===== config.mk =====
export PLATFORM = sky130hd
export DESIGN_NAME = pfs_frame_sequencer
export DESIGN_NICKNAME = d
export VERILOG_FILES = /design/src/hdl/pfs_pkg.sv /design/src/hdl/pfs_word_if.sv /design/src/hdl/pfs_serializer.sv /design/src/hdl/pfs_frame_sequencer.sv
export SDC_FILE = /design/constraint.sdc
export NUM_CORES = 2
export LEC_CHECK = 0
export BUFFER_PORTS_ARGS = -buffer_cell sky130_fd_sc_hd__buf_4
export CORE_ASPECT_RATIO = 0.9
export CORE_MARGIN = 1.5
export CORE_UTILIZATION = 60
export DETAILED_ROUTE_END_ITERATION = 8
export PLACE_DENSITY_LB_ADDON = 0.15
export SETUP_SLACK_MARGIN = 0.3
export SLEW_MARGIN = 20
export SYNTH_ARGS = -nofsm -noshare
export SYNTH_HDL_FRONTEND = slang
export SYNTH_SLANG_ARGS = --single-unit

===== constraint.sdc =====
create_clock -name aclk -period 5.5 [get_ports aclk]
set_clock_uncertainty 0.2 [all_clocks]
set_input_delay 0.55 -clock aclk [delete_from_list [all_inputs] [get_ports aclk]]
set_output_delay 0.55 -clock aclk [all_outputs]
set_load 0.05 [all_outputs]

===== src/hdl/pfs_pkg.sv =====
`default_nettype none
package pfs_pkg;
	localparam int unsigned ADDR_W     = 8;
	localparam int unsigned WORD_W     = 16;
	localparam int unsigned PROG_DEPTH = 32;
	localparam int unsigned ENT_W      = 18;

	localparam logic [7:0] OFS_CTRL = 8'h00;
	localparam logic [7:0] OFS_FMT  = 8'h04;
	localparam logic [7:0] OFS_FCFG = 8'h08;
	localparam logic [7:0] OFS_FVAL = 8'h0c;
	localparam logic [7:0] OFS_STAT = 8'h10;
	localparam logic [7:0] OFS_BDIV = 8'h14;
	localparam logic [7:0] OFS_PLEN = 8'h18;
	localparam logic [7:0] OFS_PROG = 8'h80;

	localparam int unsigned CTRL_RUN_BIT    = 0;
	localparam int unsigned FMT_WIDTH_LSB   = 0;
	localparam int unsigned FMT_FLEN_LSB    = 16;
	localparam int unsigned FCFG_DOWN_BIT   = 0;
	localparam int unsigned FCFG_MINONE_BIT = 1;
	localparam int unsigned FCFG_MAX_LSB    = 16;
	localparam int unsigned STAT_RUN_BIT    = 0;
	localparam int unsigned STAT_REF_BIT    = 1;
	localparam int unsigned STAT_WIDX_LSB   = 16;
	localparam int unsigned ENT_TYPE_LSB    = 16;

	localparam logic [4:0]  WIDTH_MIN = 5'h04;
	localparam logic [4:0]  WIDTH_MAX = 5'h10;
	localparam logic [12:0] FLEN_MIN  = 13'h0008;
	localparam logic [12:0] FLEN_MAX  = 13'h1000;
	localparam logic [5:0]  PLEN_MIN  = 6'h01;
	localparam logic [5:0]  PLEN_MAX  = 6'h20;
	localparam logic [15:0] CMAX_MIN  = 16'h0001;

	localparam logic [4:0]  RST_WIDTH = 5'h08;
	localparam logic [12:0] RST_FLEN  = 13'h0008;
	localparam logic [15:0] RST_CMAX  = 16'hffff;
	localparam logic [5:0]  RST_PLEN  = 6'h01;
	localparam logic [15:0] RST_BDIV  = 16'h0000;

	localparam logic [1:0] RESP_OKAY   = 2'h0;
	localparam logic [1:0] RESP_SLVERR = 2'h2;

	typedef enum logic [1:0] {
		OP_SYNC = 2'h0,
		OP_IMM  = 2'h1,
		OP_FCNT = 2'h2,
		OP_REP  = 2'h3
	} pfs_op_t;
endpackage
`default_nettype wire


===== src/hdl/pfs_word_if.sv =====
`timescale 1ns/100ps
`default_nettype none
interface pfs_word_if;
	logic        valid;
	logic        ready;
	logic        sof;
	logic [15:0] data;
	logic [4:0]  width;
	logic        run;
	logic [15:0] bit_div;

	modport seq (output valid, sof, data, width, run, bit_div, input ready);
	modport ser (input valid, sof, data, width, run, bit_div, output ready);
endinterface
`default_nettype wire


===== src/hdl/pfs_serializer.sv =====
`timescale 1ns/100ps
`default_nettype none
module pfs_serializer (
	input  wire logic  aclk,           // System clock
	input  wire logic  aresetn,        // Synchronous reset, low
	pfs_word_if.ser    w,              // Words from the sequencer
	output var logic   pcm_data,       // Serial PCM bit
	output var logic   pcm_bit_strobe, // Pulse: new bit presented
	output var logic   pcm_frame_sync, // High during first bit of frame
	output var logic   pcm_active      // Stream is being generated
);
	logic [15:0] sh_q, sh_d;
	logic [4:0]  left_q, left_d;
	logic [15:0] div_q, div_d;
	logic        dat_q, dat_d, stb_q, stb_d, sync_q, sync_d, act_q, act_d;
	logic        tick;

	assign tick    = (div_q == 16'h0000);
	// Ready in the last cycle of the last bit keeps words gapless
	assign w.ready = w.run && ((left_q == 5'h00) || (tick && left_q == 5'h01));

	always_comb
	begin
		sh_d   = sh_q;
		left_d = left_q;
		div_d  = div_q;
		dat_d  = dat_q;
		stb_d  = 1'b0;
		sync_d = sync_q;
		act_d  = act_q;
		if (!w.run)
		begin
			left_d = 5'h00;
			div_d  = 16'h0000;
			dat_d  = 1'b0;
			sync_d = 1'b0;
			act_d  = 1'b0;
		end
		else if (w.valid && w.ready)
		begin
			sh_d   = w.data;
			left_d = w.width;
			div_d  = w.bit_div;
			dat_d  = w.data[4'(w.width - 5'h01)];
			stb_d  = 1'b1;
			sync_d = w.sof;
			act_d  = 1'b1;
		end
		else if (left_q != 5'h00)
		begin
			if (!tick)
				div_d = div_q - 16'h0001;
			else if (left_q == 5'h01)
			begin
				left_d = 5'h00;
				act_d  = 1'b0;
				sync_d = 1'b0;
			end
			else
			begin
				left_d = left_q - 5'h01;
				div_d  = w.bit_div;
				dat_d  = sh_q[4'(left_q - 5'h02)];
				stb_d  = 1'b1;
				sync_d = 1'b0;
			end
		end
	end

	always_ff @(posedge aclk)
	begin
		if (!aresetn)
		begin
			sh_q   <= 16'h0000;
			left_q <= 5'h00;
			div_q  <= 16'h0000;
			dat_q  <= 1'b0;
			stb_q  <= 1'b0;
			sync_q <= 1'b0;
			act_q  <= 1'b0;
		end
		else
		begin
			sh_q   <= sh_d;
			left_q <= left_d;
			div_q  <= div_d;
			dat_q  <= dat_d;
			stb_q  <= stb_d;
			sync_q <= sync_d;
			act_q  <= act_d;
		end
	end

	assign pcm_data       = dat_q;
	assign pcm_bit_strobe = stb_q;
	assign pcm_frame_sync = sync_q;
	assign pcm_active     = act_q;
endmodule
`default_nettype wire


===== src/hdl/pfs_frame_sequencer.sv =====
// Design decisions made here: the placing of the registers and the AXI4-Lite register port.
`timescale 1ns/100ps
`default_nettype none
// Operation
// Frames of up to 4096 program-made words
// Program store holds 32 type/data entries
// Sync instruction emits its sync-pattern word
// Immediate instruction emits its data field
// Frame-count instruction emits current frame counter
// Repeat re-runs preceding instruction N more times
// Words beyond frame length are discarded
// Program editable only while halted
// Word width configurable 4 to 16 bits
// Frame length configurable 8 to 4096 words
// Frame counter steps per frame, up/down, limits
// Output only in run; halt stops stream
// Program restarts at location 1 each frame
// Counter wraps to opposite limit at end
module pfs_frame_sequencer (
	input  wire logic        aclk,           // System clock, 40 MHz
	input  wire logic        aresetn,        // Synchronous reset, low
	input  wire logic [7:0]  s_axi_awaddr,   // Write address
	input  wire logic [2:0]  s_axi_awprot,   // Unused
	input  wire logic        s_axi_awvalid,  // Write address valid
	output var logic         s_axi_awready,  // Write address ready
	input  wire logic [31:0] s_axi_wdata,    // Write data
	input  wire logic [3:0]  s_axi_wstrb,    // Byte enables
	input  wire logic        s_axi_wvalid,   // Write data valid
	output var logic         s_axi_wready,   // Write data ready
	output var logic [1:0]   s_axi_bresp,    // Write response
	output var logic         s_axi_bvalid,   // Write response valid
	input  wire logic        s_axi_bready,   // Write response ready
	input  wire logic [7:0]  s_axi_araddr,   // Read address
	input  wire logic [2:0]  s_axi_arprot,   // Unused
	input  wire logic        s_axi_arvalid,  // Read address valid
	output var logic         s_axi_arready,  // Read address ready
	output var logic [31:0]  s_axi_rdata,    // Read data
	output var logic [1:0]   s_axi_rresp,    // Read response
	output var logic         s_axi_rvalid,   // Read data valid
	input  wire logic        s_axi_rready,   // Read data ready
	output var logic         pcm_data,       // Serial PCM bit
	output var logic         pcm_bit_strobe, // Pulse: new bit presented
	output var logic         pcm_frame_sync, // First bit of a frame
	output var logic         pcm_active      // Stream being generated
);
	logic [17:0] prog_mem [pfs_pkg::PROG_DEPTH];
	logic        prog_we;
	logic [4:0]  prog_idx;
	logic [17:0] prog_wdata;

	logic        awr_q, awr_d, wr_q, wr_d, awh_q, awh_d, wh_q, wh_d;
	logic [7:0]  awa_q, awa_d;
	logic [31:0] wd_q, wd_d, rd_q, rd_d;
	logic [3:0]  ws_q, ws_d;
	logic        bv_q, bv_d, rv_q, rv_d, arr_q, arr_d;
	logic [1:0]  br_q, br_d, rr_q, rr_d;
	logic        run_q, run_d, down_q, down_d, min1_q, min1_d, ref_q, ref_d;
	logic [4:0]  width_q, width_d;
	logic [12:0] flen_q, flen_d;
	logic [15:0] cmax_q, cmax_d, bdiv_q, bdiv_d;
	logic [5:0]  plen_q, plen_d;
	logic        wr_fire, wr_locked;
	logic [31:0] wv;

	function automatic logic [31:0] merge(input logic [31:0] old, input logic [31:0] nw,
		input logic [3:0] strb);
		logic [31:0] r;
		r = old;
		for (int i = 0; i < 4; i++)
			if (strb[i])
				r[8*i +: 8] = nw[8*i +: 8];
		return r;
	endfunction

	function automatic logic is_prog(input logic [7:0] a);
		return a[7] == pfs_pkg::OFS_PROG[7];
	endfunction

	function automatic logic is_cfg(input logic [7:0] a);
		return {a[7:2], 2'h0} inside {pfs_pkg::OFS_CTRL, pfs_pkg::OFS_FMT, pfs_pkg::OFS_FCFG,
			pfs_pkg::OFS_FVAL, pfs_pkg::OFS_STAT, pfs_pkg::OFS_BDIV, pfs_pkg::OFS_PLEN};
	endfunction

	// Sequencer state
	logic [5:0]  pc_q, pc_d;
	logic [11:0] widx_q, widx_d;
	logic [15:0] rep_q, rep_d, last_q, last_d, fcnt_q, fcnt_d, od_q, od_d;
	logic        ov_q, ov_d, osof_q, osof_d;
	logic        take, have, frame_end;
	logic [15:0] word, cmin, wmask;
	logic [17:0] ent;

	function automatic logic [31:0] rd_word(input logic [7:0] a);
		logic [31:0] r;
		r = 32'h0000_0000;
		if (is_prog(a))
			r[17:0] = prog_mem[a[6:2]];
		else
			unique case ({a[7:2], 2'h0})
				pfs_pkg::OFS_CTRL: r[pfs_pkg::CTRL_RUN_BIT] = run_q;
				pfs_pkg::OFS_FMT:
				begin
					r[pfs_pkg::FMT_WIDTH_LSB +: 5] = width_q;
					r[pfs_pkg::FMT_FLEN_LSB +: 13] = flen_q;
				end
				pfs_pkg::OFS_FCFG:
				begin
					r[pfs_pkg::FCFG_DOWN_BIT]     = down_q;
					r[pfs_pkg::FCFG_MINONE_BIT]   = min1_q;
					r[pfs_pkg::FCFG_MAX_LSB +: 16] = cmax_q;
				end
				pfs_pkg::OFS_FVAL: r[15:0] = fcnt_q;
				pfs_pkg::OFS_STAT:
				begin
					r[pfs_pkg::STAT_RUN_BIT]       = run_q;
					r[pfs_pkg::STAT_REF_BIT]       = ref_q;
					r[pfs_pkg::STAT_WIDX_LSB +: 12] = widx_q;
				end
				pfs_pkg::OFS_BDIV: r[15:0] = bdiv_q;
				pfs_pkg::OFS_PLEN: r[5:0] = plen_q;
				default: r = 32'h0000_0000;
			endcase
		return r;
	endfunction

	// Register bus and configuration
	always_comb
	begin
		awh_d = awh_q; awa_d = awa_q; wh_d = wh_q; wd_d = wd_q; ws_d = ws_q;
		bv_d = bv_q; br_d = br_q; rv_d = rv_q; rd_d = rd_q; rr_d = rr_q;
		run_d = run_q; down_d = down_q; min1_d = min1_q; width_d = width_q;
		flen_d = flen_q; cmax_d = cmax_q; bdiv_d = bdiv_q; plen_d = plen_q;
		ref_d = ref_q;
		prog_we = 1'b0;
		prog_idx = awa_q[6:2];
		wv = 32'h0000_0000;
		if (s_axi_awvalid && awr_q)
		begin
			awh_d = 1'b1;
			awa_d = s_axi_awaddr;
		end
		if (s_axi_wvalid && wr_q)
		begin
			wh_d = 1'b1;
			wd_d = s_axi_wdata;
			ws_d = s_axi_wstrb;
		end
		if (s_axi_bvalid && s_axi_bready)
			bv_d = 1'b0;
		wr_fire = awh_q && wh_q && !bv_q;
		// Only run control and status stay writable while running
		wr_locked = run_q && ({awa_q[7:2], 2'h0} != pfs_pkg::OFS_CTRL)
			&& ({awa_q[7:2], 2'h0} != pfs_pkg::OFS_STAT);
		if (wr_fire)
		begin
			awh_d = 1'b0;
			wh_d  = 1'b0;
			bv_d  = 1'b1;
			br_d  = (is_prog(awa_q) || is_cfg(awa_q)) ? pfs_pkg::RESP_OKAY : pfs_pkg::RESP_SLVERR;
			wv    = merge(rd_word(awa_q), wd_q, ws_q);
			if (wr_locked && (is_prog(awa_q) || is_cfg(awa_q)))
				ref_d = 1'b1;
			else if (is_prog(awa_q))
				prog_we = 1'b1;
			else
				unique case ({awa_q[7:2], 2'h0})
					pfs_pkg::OFS_CTRL: run_d = wv[pfs_pkg::CTRL_RUN_BIT];
					pfs_pkg::OFS_FMT:
					begin
						width_d = wv[pfs_pkg::FMT_WIDTH_LSB +: 5];
						if (width_d < pfs_pkg::WIDTH_MIN)
							width_d = pfs_pkg::WIDTH_MIN;
						if (width_d > pfs_pkg::WIDTH_MAX)
							width_d = pfs_pkg::WIDTH_MAX;
						flen_d = wv[pfs_pkg::FMT_FLEN_LSB +: 13];
						if (flen_d < pfs_pkg::FLEN_MIN)
							flen_d = pfs_pkg::FLEN_MIN;
						if (flen_d > pfs_pkg::FLEN_MAX)
							flen_d = pfs_pkg::FLEN_MAX;
					end
					pfs_pkg::OFS_FCFG:
					begin
						down_d = wv[pfs_pkg::FCFG_DOWN_BIT];
						min1_d = wv[pfs_pkg::FCFG_MINONE_BIT];
						cmax_d = wv[pfs_pkg::FCFG_MAX_LSB +: 16];
						if (cmax_d < pfs_pkg::CMAX_MIN)
							cmax_d = pfs_pkg::CMAX_MIN;
					end
					pfs_pkg::OFS_STAT:
						if (wv[pfs_pkg::STAT_REF_BIT])
							ref_d = 1'b0;
					pfs_pkg::OFS_BDIV: bdiv_d = wv[15:0];
					pfs_pkg::OFS_PLEN:
					begin
						plen_d = wv[5:0];
						if (plen_d < pfs_pkg::PLEN_MIN)
							plen_d = pfs_pkg::PLEN_MIN;
						if (plen_d > pfs_pkg::PLEN_MAX)
							plen_d = pfs_pkg::PLEN_MAX;
					end
					default: ;
				endcase
		end
		prog_wdata = wv[17:0];
		awr_d = !awh_d;
		wr_d  = !wh_d;
		if (s_axi_rvalid && s_axi_rready)
			rv_d = 1'b0;
		if (s_axi_arvalid && arr_q)
		begin
			rv_d = 1'b1;
			rd_d = rd_word(s_axi_araddr);
			rr_d = (is_prog(s_axi_araddr) || is_cfg(s_axi_araddr)) ?
				pfs_pkg::RESP_OKAY : pfs_pkg::RESP_SLVERR;
		end
		arr_d = !rv_d;
	end

	always_ff @(posedge aclk)
	begin
		if (prog_we)
			prog_mem[prog_idx] <= prog_wdata;
	end

	always_ff @(posedge aclk)
	begin
		if (!aresetn)
		begin
			awr_q <= 1'b0; wr_q <= 1'b0; awh_q <= 1'b0; wh_q <= 1'b0;
			awa_q <= 8'h00; wd_q <= 32'h0000_0000; ws_q <= 4'h0;
			bv_q <= 1'b0; br_q <= pfs_pkg::RESP_OKAY; rv_q <= 1'b0; arr_q <= 1'b0;
			rd_q <= 32'h0000_0000; rr_q <= pfs_pkg::RESP_OKAY;
			run_q <= 1'b0; down_q <= 1'b0; min1_q <= 1'b0; ref_q <= 1'b0;
			width_q <= pfs_pkg::RST_WIDTH; flen_q <= pfs_pkg::RST_FLEN;
			cmax_q <= pfs_pkg::RST_CMAX; bdiv_q <= pfs_pkg::RST_BDIV; plen_q <= pfs_pkg::RST_PLEN;
		end
		else
		begin
			awr_q <= awr_d; wr_q <= wr_d; awh_q <= awh_d; wh_q <= wh_d;
			awa_q <= awa_d; wd_q <= wd_d; ws_q <= ws_d;
			bv_q <= bv_d; br_q <= br_d; rv_q <= rv_d; arr_q <= arr_d;
			rd_q <= rd_d; rr_q <= rr_d;
			run_q <= run_d; down_q <= down_d; min1_q <= min1_d; ref_q <= ref_d;
			width_q <= width_d; flen_q <= flen_d;
			cmax_q <= cmax_d; bdiv_q <= bdiv_d; plen_q <= plen_d;
		end
	end

	assign s_axi_awready = awr_q;
	assign s_axi_wready  = wr_q;
	assign s_axi_bvalid  = bv_q;
	assign s_axi_bresp   = br_q;
	assign s_axi_arready = arr_q;
	assign s_axi_rvalid  = rv_q;
	assign s_axi_rdata   = rd_q;
	assign s_axi_rresp   = rr_q;

	// Word sequencer
	pfs_word_if wif ();
	assign wif.valid   = ov_q;
	assign wif.sof     = osof_q;
	assign wif.data    = od_q;
	assign wif.width   = width_q;
	assign wif.run     = run_q;
	assign wif.bit_div = bdiv_q;
	assign take        = ov_q && wif.ready;
	assign cmin        = {15'h0000, min1_q};
	assign wmask       = 16'((17'h00001 << width_q) - 17'h00001);

	always_comb
	begin
		pc_d = pc_q; widx_d = widx_q; rep_d = rep_q; last_d = last_q; fcnt_d = fcnt_q;
		ov_d = ov_q; od_d = od_q; osof_d = osof_q;
		have = 1'b0;
		word = 16'h0000;
		frame_end = 1'b0;
		ent = prog_mem[pc_q[4:0]];
		if (!run_q)
		begin
			// Halted: park at frame start so the first frame after run is whole
			pc_d = 6'h00; widx_d = 12'h000; rep_d = 16'h0000; ov_d = 1'b0;
			fcnt_d = down_q ? cmax_q : cmin;
		end
		else if (!ov_q || take)
		begin
			ov_d = 1'b0;
			if (rep_q != 16'h0000)
			begin
				have  = 1'b1;
				word  = last_q;
				rep_d = rep_q - 16'h0001;
			end
			else if (pc_q < plen_q)
			begin
				pc_d = pc_q + 6'h01;
				unique case (pfs_pkg::pfs_op_t'(ent[pfs_pkg::ENT_TYPE_LSB +: 2]))
					pfs_pkg::OP_SYNC, pfs_pkg::OP_IMM:
					begin
						have = 1'b1;
						word = ent[15:0];
					end
					pfs_pkg::OP_FCNT:
					begin
						have = 1'b1;
						word = fcnt_q;
					end
					pfs_pkg::OP_REP:
						// A repeat with nothing before it emits nothing
						if (pc_q != 6'h00 && ent[15:0] != 16'h0000)
						begin
							have  = 1'b1;
							word  = last_q;
							rep_d = ent[15:0] - 16'h0001;
						end
				endcase
				if (have)
					last_d = word;
			end
			else
				have = 1'b1;
			if (have)
			begin
				ov_d   = 1'b1;
				od_d   = word & wmask;
				osof_d = (widx_q == 12'h000);
				if ({1'b0, widx_q} == flen_q - 13'h0001)
				begin
					// Whatever the program still holds is dropped here
					frame_end = 1'b1;
					widx_d = 12'h000; pc_d = 6'h00; rep_d = 16'h0000;
					if (!down_q)
						fcnt_d = (fcnt_q >= cmax_q) ? cmin : fcnt_q + 16'h0001;
					else
						fcnt_d = (fcnt_q <= cmin) ? cmax_q : fcnt_q - 16'h0001;
				end
				else
					widx_d = widx_q + 12'h001;
			end
		end
	end

	always_ff @(posedge aclk)
	begin
		if (!aresetn)
		begin
			pc_q <= 6'h00; widx_q <= 12'h000; rep_q <= 16'h0000; last_q <= 16'h0000;
			fcnt_q <= 16'h0000; ov_q <= 1'b0; od_q <= 16'h0000; osof_q <= 1'b0;
		end
		else
		begin
			pc_q <= pc_d; widx_q <= widx_d; rep_q <= rep_d; last_q <= last_d;
			fcnt_q <= fcnt_d; ov_q <= ov_d; od_q <= od_d; osof_q <= osof_d;
		end
	end

	pfs_serializer u_ser (
		.aclk           (aclk),
		.aresetn        (aresetn),
		.w              (wif.ser),
		.pcm_data       (pcm_data),
		.pcm_bit_strobe (pcm_bit_strobe),
		.pcm_frame_sync (pcm_frame_sync),
		.pcm_active     (pcm_active)
	);
endmodule
`default_nettype wire


# --- Word-level counts from Yosys, hierarchy flattened ---
# Memories as Yosys holds them, arrays and structs flattened. A register that Yosys moved wholly into a read port is not among the register bits.
# Cells that the tools add are included.
classes:
  addsub: 12
  mul: 0
  div: 0
  n_lt_le_gt_ge: 12
  n_eq_ne: 24
  shifts: 1
  n_mux: 133
  bitwise_logic: 4
  reduce_logical: 62
op_table:
  columns: ["cell", "count"]
  rows:
  - ["16-bit two-way mux", 24]
  - ["16-bit by 1-bit subtractor with 16-bit output (second input constant)", 5]
  - ["13-bit two-way mux", 6]
  - ["12-bit one-hot mux with 3 select lines", 2]
  - ["5-bit two-way mux", 14]
  - ["6-bit two-way mux", 10]
  - ["8-bit two-way mux", 7]
  - ["18-bit two-way mux", 3]
  - ["16-bit one-hot mux with 3 select lines", 1]
  - ["1-bit two-way mux", 44]
  - ["10-bit one-hot mux with 2 select lines", 2]
  - ["6-bit by 3-bit equality test with 1-bit output (second input constant)", 6]
  - ["16-bit nonzero test", 2]
  - ["14-bit two-way mux", 2]
  - ["6-bit by 2-bit equality test with 1-bit output (second input constant)", 4]
  - ["1-bit one-hot mux with 6 select lines", 4]
  - ["3-bit one-hot mux with 4 select lines", 2]
  - ["4-bit AND reduction", 6]
  - ["16-bit by 1-bit adder with 16-bit output (second input constant)", 1]
  - ["16-bit AND", 1]
  - ["16-bit >= comparator", 1]
  - ["16-bit by 1-bit <= comparator with 1-bit output", 1]
  - ["16-bit logical NOT", 1]
  - ["16-bit by 1-bit < comparator with 1-bit output (second input constant)", 1]
  - ["other kinds (47)", 98]
totals:
  register_bits: 272
  latch_bits: 0
  mem_bits_rw: 576
  rom_bits: 0
  in_bits: 65
  out_inout_bits: 45
  elab_cells: 286
  memories: 1
memory_table:
  columns: ["memory", "depth", "width", "read_ports", "rd_clocked_by_memory_dff", "write_ports", "line_no", "rtl"]
  rows:
  - ["prog_mem", 32, 18, 3, 2, 1, "pfs_frame_sequencer.sv:46", "logic [17:0] prog_mem [pfs_pkg::PROG_DEPTH];"]

# --- Depth between registers and ports, before layout ---
logic_depth:
  depth_word: 15
  mapped_depth: 20
  depth_no_buf: 12

# --- Modules after synthesis ---
# A second synthesis with hierarchy kept.
unflattened:
  hier_cells: 3744
  hier_area_um2: 47690.7
by_module_without_submodules:
  columns: ["mod", "n_inst", "cells_each", "area_each_um2"]
  rows:
  - ["pfs_frame_sequencer", 1, 3443, 45160.8]
  - ["pfs_serializer", 1, 301, 2529.9]

# --- Least setup slack after synthesis ---
# OpenSTA, ideal clock, no wires.
synth_timing:
  path_type: "reg-to-reg"
  startpoint: "reg (tool-made name)"
  endpoint: "reg rep_q[2]"
  setup_ns: 0.057
  arrival_ns: 4.451
  required_time_ns: 5.243
  path_slack_ns: 0.792
  path_stages_with_launch: 19
  path_buffers: 6
  synth_period_minus_slack_ns: 4.708
  cell_sequence: "dfxtp_1 > buf_6 > buf_2 > buf_2 > buf_2 > buf_2 > mux4_2 > mux2_2 > nand2_1 > and3_1 > ha_1 > nand3_2 > nor3_4 > nand4_4 > or4_4 > a21o_1 > buf_6 > nor4b_2 > a21o_1"
synth_rtl:
  columns: ["element", "line_no", "rtl"]
  rows:
  - ["end signal: assignment", "pfs_frame_sequencer.sv:351", "pc_q <= pc_d; widx_q <= widx_d; rep_q <= rep_d; last_q <= last_d;"]
  - ["end: declaration", "pfs_frame_sequencer.sv:87", "logic [15:0] rep_q, rep_d, last_q, last_d, fcnt_q, fcnt_d, od_q, od_d;"]

==> flow_summary_export.csv <==
group,metric,value,unit
floorplan,die_y,269,um
logic_synthesis,netlist-cell-type-count,93,
clocking,clk_pin_slew,0.07,ns
placement,hpwl,111,mm
global_route,grt_pass1_vias,36000,
logic_synthesis,synth_edf_count,576,
placement,place.gp.congestion,1.00,
timing,finalCriticalPeriod,5.07,ns
clocking,postCtsSetupRepairBufs,0,
finish,regArea,22900,um2
finish,multiInputGateArea,23000,um2
timing,slew_headroom,0.246,
logic_synthesis,async_reset_ff_frac,0,
power_and_ir_drop,powerDensity,267,nW/um2
hold_path,hold_class,"in -> reg",
clocking,ctsLongestPathBuffers,3,
worst_setup_path,worstPathArrival,5.46,ns
floorplan,io_pins,110,
route,met3_length,27.2,mm
route,wl_per_cell,34.1,um
power_and_ir_drop,leakage,0.0160,uW
power_and_ir_drop,power_frac_comb,0.051,
route,dr.first_iter.drc_count,6445,
clocking,clkLatencyLatePin,0.70,ns
floorplan,fp-row-count,97,
floorplan,die_area,80400,um2
logic_synthesis,muxShareOfSynthArea,0.261,
finish,drive_gt1_frac,0.244,
power_and_ir_drop,power,14300,uW
clocking,cts_buffers,90,
logic_synthesis,syn_inst,3737,
logic_synthesis,synth-warning-count,0,
finish,final_core_util,0.685,
power_and_ir_drop,clkPwrFrac,0.468,
logic_synthesis,synth-adder-area-share,0.0111,
global_route,grt_max_degree,71,
timing,worst_pin_slew,1.12,ns
finish,layout.nets,3948,
power_and_ir_drop,p_sw_frac,0.226,
finish,area_growth,13.0,%
timing,finalSetupViolations,0,
global_route,grt.overflow.total,0,
logic_synthesis,synth_top_family_by_area,"multiplexers",
global_route,grt_antenna_before_repair,4,
placement,postPlaceCellArea,49700,um2
logic_synthesis,synthSimpleGateAreaFrac,0.0927,
route,drc_errors,0,
route,wl,169,mm
power_and_ir_drop,p_sw,3230,uW
route,vias,37400,
timing,post-route-period-util,0.921,
logic_synthesis,ys.flop_type,"edfxtp_1",
timing,timing_hold_violations_final,0,
placement,io_buffers,97,
clocking,h-tree-depth,3,
logic_synthesis,yosysSeqAreaShare,0.484,
global_route,grtUsageTotal,0.418,
worst_setup_path,critical_path_class,"reg -> reg",
logic_synthesis,synth_compound_area_frac,0.106,
route,met1_length,59.5,mm
logic_synthesis,synth.avg_cell_area,12.6,um2
job,drv_cap,0,
worst_setup_path,crit_path_start_kind,"register",
logic_synthesis,synth_xor_area_frac,0.0126,
worst_setup_path,worst_ep_required_time,5.89,ns
power_and_ir_drop,p_int,11000,uW
global_route,grt_pass1_wl,245,mm
clocking,clockRootBuffer,"clkbuf_16",
clocking,numClockSinks,854,
finish,fillers,5418,
worst_setup_path,crit_fanout,53,
route,first_pass_iters,8,
placement,place_ws,0.503,ns
logic_synthesis,synth_area,47200,um2
route,top_layer,"met5",
clocking,tritoncts,"yes",
power_and_ir_drop,power_frac_seq,0.481,
run_status,status,"finished clean",
timing,finalSetupTns,0,ns
power_and_ir_drop,peakVddDrop,0.279,mV
floorplan,die_w,299,um
timing,layout_setup_ws,0.434,ns
timing,rsz0062_at_grt,"false",
timing,slew_viol_final,0,
timing,clock.fmax,197,MHz
floorplan,initial_utilization,0.606,
finish,fin_area,53400,um2
worst_setup_path,end_kind,"register",
floorplan,core_area,77900,um2
route,routed-wl-met2,71.6,mm
route,ant_nets,0,
logic_synthesis,synth-seq-cells,854,
route,vias_per_cell,7.55,
[placed cells by master (no fill, tap or decap), drive strengths merged, types with 13 or more instances in the layout]
cell         synthesis  routed
mux2                25      25
nor2               259     259
mux2i              238     238
nor4                21      21
xnor2               42      42
inv                 78      81
a32o                19      19
a22oi              138     138
a22o                27      27
and3                17      17
clkbuf             222     108
ha                  42      42
a221oi              21      21
bufinv               0      18
nor3                69      69
or3                 13      13
a222oi              16      16
nor3b               14      14
xor2                26      26
a31oi               18      18
edfxtp             576     576
a21o                14      14
buf                 85     276
and2                32      32
a21oi              213     213
a211oi              22      22
dlygate4sd3          0      42
o211ai              22      22
nand3              106     106
mux4               429     429
clkinv               3      33
dfxtp              278     278
o21ai              121     121
nand2b              20      20
nand4               27      27
nor2b               13      13
nand2              322     322
o31ai               27      27
[path summary, 6_finish.rpt]
kind,slack [ns],endpoint,cells after the start,start
max,0.43,rep_q[10],12,register
min,0.05,register,3,s_axi_awaddr[6]
min reg2reg,0.26,s_axi_rdata[1],2,s_axi_rdata[1]
max reg2reg,0.43,rep_q[10],12,register
[cells in the mapped netlist, types with 42 or more instances]
| cell | instances | area, um2 |
|---|---|---|
| edfxtp_1 | 576 | 17300 |
| mux4_2 | 429 | 9660 |
| nand2_1 | 322 | 1210 |
| dfxtp_1 | 278 | 5570 |
| nor2_1 | 259 | 972 |
| mux2i_1 | 236 | 2360 |
| clkbuf_1 | 222 | 833 |
| a21oi_1 | 212 | 1060 |
| a22oi_1 | 138 | 1040 |
| nand3_1 | 105 | 526 |
| o21ai_0 | 104 | 521 |
| inv_1 | 78 | 293 |
| nor3_1 | 68 | 340 |
| buf_1 | 46 | 173 |
| ha_1 | 42 | 526 |
| xnor2_1 | 42 | 368 |
[state kept, by name, summed over array words and instances, names as in the netlist, 12 cells and up, named ones only]
name         cells
bdiv_q          16
rep_q           16
cmax_q          16
od_q            16
flen_q          13
s_axi_rdata     32
fcnt_q          16
prog_mem       576
wd_q            32
widx_q          12
u_ser.div_q     16
last_q          16
u_ser.sh_q      16
[power by group through the flow]
stage | logic [uW] | registers [uW] | clock network, uW
after floorplan | 435 | 6990 | 0
after global placement | 670 | 7000 | 0
after detailed placement | 680 | 7000 | 0
after CTS | 707 | 6860 | 6680
after global routing | 755 | 6870 | 6940
final | 728 | 6870 | 6680
[worst max-delay path, stage by stage (launching register included)]
cell,delay [ns]
dfxtp_4,0.72
buf_12,0.35
buf_12,0.38
mux2i_1,0.30
a22oi_1,0.14
nand3_1,0.12
and4_1,0.63
nand4_1,0.23
nand2b_1,0.30
or4_4,0.60
a21o_1,0.41
o31a_1,0.37
a31oi_1,0.13
[logic make-up (layout without fill, tap and decap cells)]
| logic type | count (synthesis) | in the layout |
|---|---|---|
| mux | 692 | 692 |
| other cells | 1 | 3 |
| fa+ha+maj | 42 | 42 |
| flops | 854 | 854 |
| simple gates | 948 | 948 |
| buf+inv | 388 | 565 |
| xor+xnor | 68 | 68 |
| compound gates | 744 | 744 |
[stage by stage]
| step | cells | hold slack [ns] |
|---|---|---|
| after global routing | 4954 | 0.0156 |
| final | 4955 | 0.0512 |
| after floorplan | 3738 | 0.231 |
| after detailed placement | 4745 | 0.254 |
| after CTS | 4953 | 0.00721 |
| after global placement | 4745 | 0.239 |
[layer usage]
metal / up-vias / global-route usage
li1: 15000 / -
met1: 18600 / 0.565
met2: 3227 / 0.590
met3: 608 / 0.156
met4: 6 / 0.224
met5: - / 0
[cell type report]
type                            instances  share of cell area
Clock buffer                          108              0.0446
Inverter                               81             0.00574
Clock inverter                         58              0.0155
Multi-Input combinational cell       2496               0.432
Sequential cell                       854               0.429
Antenna cell                            1           0.0000469
Timing Repair Buffer                  318              0.0493
Tap cell                             1039              0.0244
[what timing repair did]
item / CTS / global route
endpoints found under the hold margin: 43 / 0
hold buffers: 42 / 0
endpoints found under the setup margin: 0 / 5
resized for setup: 0 / 2
Note: power is estimated with default switching activity, not from simulation.
